[config.mk]
export PLATFORM = sky130hd
export DESIGN_NAME = est_sequencer
export DESIGN_NICKNAME = d
export VERILOG_FILES = /design/src/est_pkg.sv /design/src/est_tbl_if.sv /design/src/est_table_mem.sv /design/src/est_sequencer.sv
export SDC_FILE = /design/constraint.sdc
export NUM_CORES = 2
export LEC_CHECK = 0
export ABC_AREA = 1
export BUFFER_PORTS_ARGS = -buffer_cell sky130_fd_sc_hd__buf_2
export CAP_MARGIN = 15
export CELL_PAD_IN_SITES_DETAIL_PLACEMENT = 1
export CELL_PAD_IN_SITES_GLOBAL_PLACEMENT = 2
export CORE_MARGIN = 2
export CORE_UTILIZATION = 40
export DETAILED_ROUTE_END_ITERATION = 6
export PLACE_DENSITY_LB_ADDON = 0.12
export SETUP_SLACK_MARGIN = 0.1
export SYNTH_ARGS = -nofsm -noshare
export SYNTH_HDL_FRONTEND = slang
export SYNTH_SLANG_ARGS = --single-unit
[constraint.sdc]
create_clock -name clk_i -period 11.9 [get_ports clk_i]
set_input_delay 2.38 -clock clk_i [delete_from_list [all_inputs] [get_ports clk_i]]
set_output_delay 2.38 -clock clk_i [all_outputs]
set_load 0.02 [all_outputs]
[src/est_pkg.sv]
// Contract
// - table holds up to 16 entries, each one delay and one exposure time.
// - after start, consecutive images use successive table entries' delay and exposure.
// - zero exposure entry is skipped and sequence restarts at entry zero.
// - active trigger mode applies to every image of the sequence.
// - pair count reports defined pairs, never above 16.
// - delay and exposure values are unsigned 32-bit in time-base units.
// - one exposure unit code for all entries: 0 ns, 1 us, 2 ms.
// - one delay unit code for all entries, same encoding.
// - trigger status true for high input with high polarity, false with low.
// - max-rate mode derives longest exposure from line time and vertical lines.
// - mode 0 starts automatically ignoring trigger; mode 1 needs force trigger.
// - mode 2 starts on selected trigger edge; mode 3 exposes for pulse width.
// - max-rate exposure time is always reported in nanoseconds.
package est_pkg;

  localparam int          TBL_DEPTH     = 16;
  localparam int          ADDR_W        = 12;
  localparam int          DATA_W        = 32;

  localparam logic [11:0] ADDR_CTRL     = 12'h000;
  localparam logic [11:0] ADDR_UNITS    = 12'h004;
  localparam logic [11:0] ADDR_STATUS   = 12'h008;
  localparam logic [11:0] ADDR_MAXTIME  = 12'h00C;
  localparam logic [11:0] ADDR_ROI      = 12'h010;
  localparam logic [11:0] ADDR_LINE     = 12'h014;
  localparam logic [11:0] ADDR_TBL_BASE = 12'h080;

  localparam int CTRL_RUN_BIT     = 0;
  localparam int CTRL_MAXRATE_BIT = 1;
  localparam int CTRL_FORCE_BIT   = 2;
  localparam int CTRL_MODE_LSB    = 4;
  localparam int UNITS_EXP_LSB    = 0;
  localparam int UNITS_DLY_LSB    = 8;
  localparam int STAT_LEVEL_BIT   = 0;
  localparam int STAT_BUSY_BIT    = 1;
  localparam int STAT_EXPOSE_BIT  = 2;
  localparam int STAT_IDX_LSB     = 4;
  localparam int STAT_COUNT_LSB   = 8;

  localparam logic [1:0] UNIT_NS = 2'h0;
  localparam logic [1:0] UNIT_US = 2'h1;
  localparam logic [1:0] UNIT_MS = 2'h2;

  localparam logic [1:0] MODE_AUTO  = 2'h0;
  localparam logic [1:0] MODE_SOFT  = 2'h1;
  localparam logic [1:0] MODE_EDGE  = 2'h2;
  localparam logic [1:0] MODE_WIDTH = 2'h3;

  localparam int          CLK_PERIOD_NS = 4;
  localparam int          NS_PER_US     = 1000;
  localparam int          NS_PER_MS     = 1000000;
  localparam logic [63:0] CYC_PER_US    = 64'(NS_PER_US / CLK_PERIOD_NS);
  localparam logic [63:0] CYC_PER_MS    = 64'(NS_PER_MS / CLK_PERIOD_NS);

  localparam logic [15:0] RST_ROI_LINES = 16'h0000;
  localparam logic [15:0] RST_LINE_NS   = 16'h0000;

  typedef enum logic [6:0] {
    S_IDLE    = 7'b0000001,
    S_FETCH   = 7'b0000010,
    S_CHECK   = 7'b0000100,
    S_ARM     = 7'b0001000,
    S_DELAY   = 7'b0010000,
    S_EXPOSE  = 7'b0100000,
    S_EXT_EXP = 7'b1000000
  } est_state_type;

  // ns rounds down to whole cycles; code 3 falls back to ns
  function automatic logic [63:0] est_cycles(input logic [31:0] v, input logic [1:0] c);
    logic [63:0] r;
    r = {34'h0, v[31:2]};
    if (c == UNIT_US) begin
      r = 64'(v) * CYC_PER_US;
    end else if (c == UNIT_MS) begin
      r = 64'(v) * CYC_PER_MS;
    end
    return r;
  endfunction

  function automatic logic [4:0] est_pair_count(input logic [15:0] nz);
    logic [4:0] n;
    n = 5'h10;
    for (int i = TBL_DEPTH - 1; i >= 0; i--) begin
      if (!nz[i]) begin
        n = 5'(i);
      end
    end
    return n;
  endfunction

endpackage

[src/est_tbl_if.sv]
`timescale 1ns/100ps
interface est_tbl_if;
  logic        we;
  logic [4:0]  waddr;
  logic [31:0] wdata;
  logic [4:0]  raddr_a;
  logic [31:0] rdata_a;
  logic [3:0]  raddr_b;
  logic [31:0] rdly_b;
  logic [31:0] rexp_b;
  modport mem  (input we, waddr, wdata, raddr_a, raddr_b, output rdata_a, rdly_b, rexp_b);
  modport user (output we, waddr, wdata, raddr_a, raddr_b, input rdata_a, rdly_b, rexp_b);
endinterface

[src/est_table_mem.sv]
`timescale 1ns/100ps
module est_table_mem (
  input  wire logic clk_i,
  input  wire logic rst_n_i,
  est_tbl_if.mem    tbl
);
  import est_pkg::*;

  // word 2n is delay of entry n, word 2n+1 its exposure
  logic [31:0] dly_mem [TBL_DEPTH];
  logic [31:0] exp_mem [TBL_DEPTH];
  logic [31:0] rdata_a_r;
  logic [31:0] rdly_b_r;
  logic [31:0] rexp_b_r;

  wire [3:0] wentry = tbl.waddr[4:1];
  wire [3:0] aentry = tbl.raddr_a[4:1];

  always_ff @(posedge clk_i) begin
    if (!rst_n_i) begin
      for (int i = 0; i < TBL_DEPTH; i++) begin
        dly_mem[i] <= 32'h0;
        exp_mem[i] <= 32'h0;
      end
    end else if (tbl.we && tbl.waddr[0]) begin
      exp_mem[wentry] <= tbl.wdata;
    end else if (tbl.we) begin
      dly_mem[wentry] <= tbl.wdata;
    end
  end

  always_ff @(posedge clk_i) begin
    rdata_a_r <= tbl.raddr_a[0] ? exp_mem[aentry] : dly_mem[aentry];
    rdly_b_r  <= dly_mem[tbl.raddr_b];
    rexp_b_r  <= exp_mem[tbl.raddr_b];
  end

  assign tbl.rdata_a = rdata_a_r;
  assign tbl.rdly_b  = rdly_b_r;
  assign tbl.rexp_b  = rexp_b_r;
endmodule

[src/est_sequencer.sv]
`timescale 1ns/100ps
module est_sequencer (
  input  wire logic                       clk_i,
  input  wire logic                       rst_n_i,
  input  wire logic                       psel_i,
  input  wire logic                       penable_i,
  input  wire logic                       pwrite_i,
  input  wire logic [est_pkg::ADDR_W-1:0] paddr_i,
  input  wire logic [est_pkg::DATA_W-1:0] pwdata_i,
  output logic      [est_pkg::DATA_W-1:0] prdata_o,
  output logic                            pready_o,
  output logic                            pslverr_o,
  input  wire logic                       trig_i,
  input  wire logic                       trig_polarity_i,
  input  wire logic                       acq_enable_i,
  input  wire logic                       readout_busy_i,
  output logic                            exposure_o,
  output logic                            frame_start_o,
  output logic                            seq_busy_o,
  output logic                            trigger_level_status_o
);
  import est_pkg::*;

  est_tbl_if tbl ();

  est_table_mem u_mem (
    .clk_i   (clk_i),
    .rst_n_i (rst_n_i),
    .tbl     (tbl)
  );

  est_state_type st_r;
  est_state_type st_nxt;
  logic [3:0]    idx_r;
  logic [3:0]    idx_nxt;
  logic [63:0]   cnt_r;
  logic [63:0]   cnt_nxt;
  logic [1:0]    trig_sync_r;
  logic [1:0]    pol_sync_r;
  logic [1:0]    acq_sync_r;
  logic          lvl_prev_r;
  logic          run_r;
  logic          max_mode_r;
  logic          force_pend_r;
  logic [1:0]    trig_mode_r;
  logic [1:0]    exp_unit_r;
  logic [1:0]    dly_unit_r;
  logic [15:0]   roi_lines_r;
  logic [15:0]   line_ns_r;
  logic [31:0]   max_time_r;
  logic [15:0]   nonzero_r;
  logic [31:0]   prdata_r;
  logic          pready_r;
  logic          pslverr_r;
  logic          exposure_r;
  logic          frame_start_r;
  logic          busy_r;
  logic          trig_status_r;

  // pins: only the second stage of each synchroniser is read
  wire lvl_now   = trig_sync_r[1] ~^ pol_sync_r[1];
  wire trig_edge = lvl_now & ~lvl_prev_r;
  wire acq_en    = acq_sync_r[1];

  // bus decode; every access takes two access cycles for the table read
  wire acc       = psel_i & penable_i;
  wire acc_first = acc & ~pready_r;
  wire wr_fire   = acc & pready_r & pwrite_i;
  wire sel_ctrl  = paddr_i == ADDR_CTRL;
  wire sel_units = paddr_i == ADDR_UNITS;
  wire sel_stat  = paddr_i == ADDR_STATUS;
  wire sel_max   = paddr_i == ADDR_MAXTIME;
  wire sel_roi   = paddr_i == ADDR_ROI;
  wire sel_line  = paddr_i == ADDR_LINE;
  wire sel_tbl   = paddr_i[11:7] == ADDR_TBL_BASE[11:7];
  wire mapped    = sel_ctrl | sel_units | sel_stat | sel_max | sel_roi | sel_line | sel_tbl;
  wire tbl_exp_w = wr_fire & sel_tbl & paddr_i[2];
  wire force_set = wr_fire & sel_ctrl & pwdata_i[CTRL_FORCE_BIT];

  wire [4:0]  pair_cnt = est_pair_count(nonzero_r);
  wire [31:0] max_prod = 32'(roi_lines_r) * 32'(line_ns_r);

  wire [31:0] rd_ctrl  = (32'(run_r) << CTRL_RUN_BIT) | (32'(max_mode_r) << CTRL_MAXRATE_BIT)
                       | (32'(trig_mode_r) << CTRL_MODE_LSB);
  wire [31:0] rd_units = (32'(exp_unit_r) << UNITS_EXP_LSB) | (32'(dly_unit_r) << UNITS_DLY_LSB);
  wire [31:0] rd_stat  = (32'(trig_status_r) << STAT_LEVEL_BIT) | (32'(busy_r) << STAT_BUSY_BIT)
                       | (32'(exposure_r) << STAT_EXPOSE_BIT) | (32'(idx_r) << STAT_IDX_LSB)
                       | (32'(pair_cnt) << STAT_COUNT_LSB);
  wire [31:0] rd_mux   = sel_ctrl  ? rd_ctrl :
                         sel_units ? rd_units :
                         sel_stat  ? rd_stat :
                         sel_max   ? max_time_r :
                         sel_roi   ? 32'(roi_lines_r) :
                         sel_line  ? 32'(line_ns_r) :
                         sel_tbl   ? tbl.rdata_a : 32'h0;

  assign tbl.we      = wr_fire & sel_tbl;
  assign tbl.waddr   = paddr_i[6:2];
  assign tbl.wdata   = pwdata_i;
  assign tbl.raddr_a = paddr_i[6:2];
  assign tbl.raddr_b = idx_r;

  // one unit code per field covers the whole table
  wire [63:0] dly_cyc  = est_cycles(tbl.rdly_b, dly_unit_r);
  wire [63:0] max_cyc  = est_cycles(max_time_r, UNIT_NS);
  wire [63:0] tbl_cyc  = est_cycles(tbl.rexp_b, exp_unit_r);
  wire [63:0] exp_cyc  = max_mode_r ? max_cyc : tbl_cyc;
  wire        cnt_done = cnt_r <= 64'h1;

  // software force trigger stays effective regardless of acquire enable in modes 1 and 2; modes 0 and 3 ignore it
  wire start_go = (trig_mode_r == MODE_AUTO) ? (acq_en & ~readout_busy_i) :
                  (trig_mode_r == MODE_SOFT) ? force_pend_r :
                  (trig_mode_r == MODE_EDGE) ? ((trig_edge & acq_en) | force_pend_r) :
                  (trig_edge & acq_en);

  always_comb begin
    st_nxt  = st_r;
    idx_nxt = idx_r;
    cnt_nxt = cnt_r;
    unique case (st_r)
      S_IDLE: begin
        if (run_r) begin
          st_nxt  = S_FETCH;
          idx_nxt = 4'h0;
        end
      end
      S_FETCH: begin
        st_nxt = S_CHECK;
      end
      S_CHECK: begin
        if (!run_r) begin
          st_nxt = S_IDLE;
        end else if (!nonzero_r[idx_r]) begin
          st_nxt  = S_FETCH;
          idx_nxt = 4'h0;
        end else begin
          st_nxt = S_ARM;
        end
      end
      S_ARM: begin
        if (!run_r) begin
          st_nxt = S_IDLE;
        end else if (start_go && trig_mode_r == MODE_WIDTH) begin
          st_nxt = S_EXT_EXP;
        end else if (start_go) begin
          st_nxt  = S_DELAY;
          cnt_nxt = dly_cyc;
        end
      end
      S_DELAY: begin
        if (cnt_done) begin
          st_nxt  = S_EXPOSE;
          cnt_nxt = exp_cyc;
        end else begin
          cnt_nxt = cnt_r - 64'h1;
        end
      end
      S_EXPOSE: begin
        if (cnt_done) begin
          st_nxt  = S_FETCH;
          idx_nxt = idx_r + 4'h1;
        end else begin
          cnt_nxt = cnt_r - 64'h1;
        end
      end
      S_EXT_EXP: begin
        if (!lvl_now) begin
          st_nxt  = S_FETCH;
          idx_nxt = idx_r + 4'h1;
        end
      end
      default: begin
        st_nxt = S_IDLE;
      end
    endcase
  end

  always_ff @(posedge clk_i) begin
    if (!rst_n_i) begin
      trig_sync_r <= 2'h0;
      pol_sync_r  <= 2'h0;
      acq_sync_r  <= 2'h0;
      lvl_prev_r  <= 1'b1; // cleared synchronisers read as high level; avoids a false edge
    end else begin
      trig_sync_r <= {trig_sync_r[0], trig_i};
      pol_sync_r  <= {pol_sync_r[0], trig_polarity_i};
      acq_sync_r  <= {acq_sync_r[0], acq_enable_i};
      lvl_prev_r  <= lvl_now;
    end
  end

  always_ff @(posedge clk_i) begin
    if (!rst_n_i) begin
      st_r  <= S_IDLE;
      idx_r <= 4'h0;
      cnt_r <= 64'h0;
    end else begin
      st_r  <= st_nxt;
      idx_r <= idx_nxt;
      cnt_r <= cnt_nxt;
    end
  end

  always_ff @(posedge clk_i) begin
    if (!rst_n_i) begin
      run_r       <= 1'b0;
      max_mode_r  <= 1'b0;
      trig_mode_r <= MODE_AUTO;
    end else if (wr_fire && sel_ctrl) begin
      run_r       <= pwdata_i[CTRL_RUN_BIT];
      max_mode_r  <= pwdata_i[CTRL_MAXRATE_BIT];
      trig_mode_r <= pwdata_i[CTRL_MODE_LSB +: 2];
    end
  end

  always_ff @(posedge clk_i) begin
    if (!rst_n_i) begin
      exp_unit_r <= UNIT_NS;
      dly_unit_r <= UNIT_NS;
    end else if (wr_fire && sel_units) begin
      exp_unit_r <= pwdata_i[UNITS_EXP_LSB +: 2];
      dly_unit_r <= pwdata_i[UNITS_DLY_LSB +: 2];
    end
  end

  always_ff @(posedge clk_i) begin
    if (!rst_n_i) begin
      roi_lines_r <= RST_ROI_LINES;
      line_ns_r   <= RST_LINE_NS;
      max_time_r  <= 32'h0;
    end else begin
      roi_lines_r <= (wr_fire && sel_roi) ? pwdata_i[15:0] : roi_lines_r;
      line_ns_r   <= (wr_fire && sel_line) ? pwdata_i[15:0] : line_ns_r;
      max_time_r  <= max_prod;
    end
  end

  // a new force request in the consuming cycle survives
  always_ff @(posedge clk_i) begin
    if (!rst_n_i) begin
      force_pend_r <= 1'b0;
    end else begin
      force_pend_r <= force_set | (force_pend_r & ~(st_r == S_ARM && start_go));
    end
  end

  always_ff @(posedge clk_i) begin
    if (!rst_n_i) begin
      nonzero_r <= 16'h0000;
    end else if (tbl_exp_w) begin
      nonzero_r[paddr_i[6:3]] <= |pwdata_i;
    end
  end

  always_ff @(posedge clk_i) begin
    if (!rst_n_i) begin
      prdata_r  <= 32'h0;
      pready_r  <= 1'b0;
      pslverr_r <= 1'b0;
    end else begin
      prdata_r  <= (acc_first && !pwrite_i && mapped) ? rd_mux : 32'h0;
      pready_r  <= acc_first;
      pslverr_r <= acc_first & ~mapped;
    end
  end

  always_ff @(posedge clk_i) begin
    if (!rst_n_i) begin
      exposure_r    <= 1'b0;
      frame_start_r <= 1'b0;
      busy_r        <= 1'b0;
      trig_status_r <= 1'b0;
    end else begin
      exposure_r    <= (st_nxt == S_EXPOSE) | (st_nxt == S_EXT_EXP);
      frame_start_r <= ((st_nxt == S_EXPOSE) && (st_r != S_EXPOSE)) | ((st_nxt == S_EXT_EXP) && (st_r != S_EXT_EXP));
      busy_r        <= st_nxt != S_IDLE;
      trig_status_r <= lvl_now;
    end
  end

  assign prdata_o               = prdata_r;
  assign pready_o               = pready_r;
  assign pslverr_o              = pslverr_r;
  assign exposure_o             = exposure_r;
  assign frame_start_o          = frame_start_r;
  assign seq_busy_o             = busy_r;
  assign trigger_level_status_o = trig_status_r;

  wire in_expose = st_r == S_EXPOSE;
endmodule

==> impl_metrics.tcl <==
set metrics [dict create \
    worst_pin_slew_ns 1.38 \
    htreeDepth 4 \
    numCtsBuffers 162 \
    layout-drive-gt1-share_pct 6.14 \
    viasPerCell 5.97 \
    synthTopCellsByCount "nand2_1 (2104), nor2_1 (1917), inv_1 (1624), edfxtp_1 (1024), a21oi_1 (725)" \
    irDropWorstVdd_mv 0.178 \
    initial_core_util_pct 40.2 \
    setup_tns_ns 0 \
    hpwl_um 324000 \
    numPortBuffers 90 \
    synth_most_common_cell "nand2_1" \
    synth_seq_cells 1329 \
    area_growth_syn_to_layout_pct 9.46 \
    crit_fanout 9 \
    cts_setup_buffers 0 \
    final_util_pct 44.0 \
    postRouteAntennaNets 0 \
    ys_seq_area_share_pct 37.0 \
    drtIter0Drc 9135 \
    dieArea_sq_um 253000 \
    cts_root_buf "clkbuf_16" \
    relSlewSlack_pct 6.62 \
    io_pins 91 \
    p_per_area_nw_per_um2 239 \
    required_ns 12.56 \
    route.detailed.drc 0 \
    async_flop_share_pct 0 \
    end_kind "flop" \
    gp_congestion 0.935 \
    wl_per_cell_um 30.1 \
    cp_top_family "adder cells" \
    insertion_delay_ns 0.89 \
    synthesis.nets 13275 \
    ctsLongestPathBuffers 3 \
    synth_top_area_cell "edfxtp_1" \
    ctsHoldBuffers 0 \
    synth_edf_count 1024 \
    synth_area_sq_um 99700 \
    status "complete, no violations" \
    antenna_found_initial 33 \
    rows 183 \
    synth_cells 12028 \
    critPathMaxStageDelay_ns 0.80 \
    critical_path_class "flop to flop" \
    drv_cap 0 \
    die_x_um 503 \
    crit_chain "fa_1 -> inv_1 -> fa_1 -> fa_1 -> inv_1 -> fa_1 -> ha_1 -> inv_1 -> fa_1 -> inv_1 -> ha_1 -> nand2_1 -> nor2_1 -> nand2_1 -> o21ai_0 -> nand2_1 -> nand2_1 -> nand2_1 -> nand3_1 -> nand3_1 -> nor2_1 -> a21oi_1" \
    wirelength_um 461000 \
    finalHoldViolCount 0 \
    post_cts_resized 0 \
    start_kind "flop" \
    crit_slowest_cell "o21ai_0" \
    path_clk_slew_ns 0.07 \
    cts.sinks 1329 \
    grt_max_degree 142 \
    max_freq_mhz 142 \
    fin_crit_ns 7.03 \
    rsz0062_at_grt "false" \
    die_h_um 503 \
    vias 91272 \
    setup_viol 0 \
    track_usage_pct 35.7 \
    yosys.area.top_type_share_pct 30.8 \
    fin_crit_sh_pct 59.0 \
    hold_class "flop to flop" \
    yosysWarnings 0 \
    overflow 0 \
    drv_slew 0 \
    first_pass_iters 6 \
    core_sq_um 248000 \
    fin_skew_ns 0.108 \
    avgSynthCellArea_sq_um 8.29 \
    grt_pass1_vias 93427 \
    grt_first_pass_wirelength_um 656000 \
    nets 13053 \
    path_buf_inv 4 \
    ys.flop_type "edfxtp_1" \
    ys_types 65 \
    synth_area_leaders "edfxtp_1 (31%), fa_1 (13%), nand2_1 (7.9%)" \
    crit_arrival_ns 7.69 \
    cts_tree "built" \
    p_leak_nw 49.2 \
]
[metrics by stage]
step	hold slack [ns]	worst slack (ns)	instance area [sq um]	power, mW	instances
2_1_floorplan	0.390	6.08	99700	15.5	12028
3_3_place_gp	0.393	4.95	104000	20.5	14967
3_5_place_dp	0.410	5.03	104000	20.7	14970
4_1_cts	0.427	4.95	109000	25.9	15266
5_1_grt	0.438	4.45	109000	28.0	15278
6_report	0.419	4.87	109000	26.1	15298
[registers in the layout, summed over array words and instances, names as in the netlist, 4 cells and up]
name	flops
u_mem.exp_mem	512
idx_r	4
roi_lines_r	16
u_mem.tbl.rdata_a	32
line_ns_r	16
nonzero_r	16
u_mem.dly_mem	512
prdata_o	32
cnt_r	64
u_mem.tbl.rdly_b	32
max_time_r	32
u_mem.tbl.rexp_b	32
st_r	7
[cell usage in the layout, fill, tap and decap left out, types with 43 or more instances in the layout]
cell          n
nand2_1    2055
nor2_1     1910
inv_1      1616
edfxtp_1   1024
a21oi_1     725
o21ai_0     669
fa_1        636
ha_1        558
a22oi_1     471
nand3_1     415
dfxtp_1     301
buf_4       201
clkbuf_16   164
o221ai_1    102
a221oi_1     99
buf_2        89
o22ai_1      88
nand4_1      87
nor3_1       69
nand2_2      67
o2111ai_1    48
xor2_1       43
[report_power, final]
part           switching (mW)  internal (mW)
clock network            2.24           2.91
registers               0.177           5.13
logic                    10.7           4.91
total                    13.1           13.0
[cells by family after synthesis]
group | Yosys count | synth area share [%]
AOI/OAI and AO/OA | 2359 | 14.5
xor gates and xnor gates | 61 | 0.536
adders and majority gates | 1194 | 19.8
buffers and inverters | 2333 | 8.94
DFF | 1329 | 37.0
muxes | 1 | 0.0100
and+or+nand+nor | 4751 | 19.3
[per-layer routing]
metal,track usage [%],vias to the layer above,share of wire [%]
met4,17.4,10,5.5
li1,-,39562,-
met5,0,-,0.013
met3,6.42,978,7.7
met2,56.8,3963,46
met1,46.8,46759,41
[final cells by class]
| type | instances | area, sq um |
|---|---|---|
| diodes | 30 | 75.1 |
| clock buffers | 214 | 4440 |
| fillers | 29531 | 139000 |
| repair buffers | 302 | 2190 |
| multi-input cells | 8366 | 54200 |
| well taps | 3330 | 4170 |
| flip-flops and latches | 1329 | 36900 |
| inverters | 1645 | 6210 |
| clock inverters | 82 | 953 |
[worst paths after layout]
kind                                    start                        to  slack [ns]  cells past startpoint
setup reg to reg  u_mem.tbl.rdly_b[2]$_DFF_P_    cnt_r[38]$_SDFFE_PN0P_        4.87                     22
hold reg to reg      pol_sync_r[0]$_SDFF_PN0_  pol_sync_r[1]$_SDFF_PN0_        0.42                      2
setup / recovery  u_mem.tbl.rdly_b[2]$_DFF_P_    cnt_r[38]$_SDFFE_PN0P_        4.87                     22
hold / removal       pol_sync_r[0]$_SDFF_PN0_  pol_sync_r[1]$_SDFF_PN0_        0.42                      2
[worst min-delay path: stages, from the launching register on]
cell and delay (ns):
dfxtp_1 0.31, nand2_1 0.05, inv_1 0.04
Power figures use the tool's default switching activity.
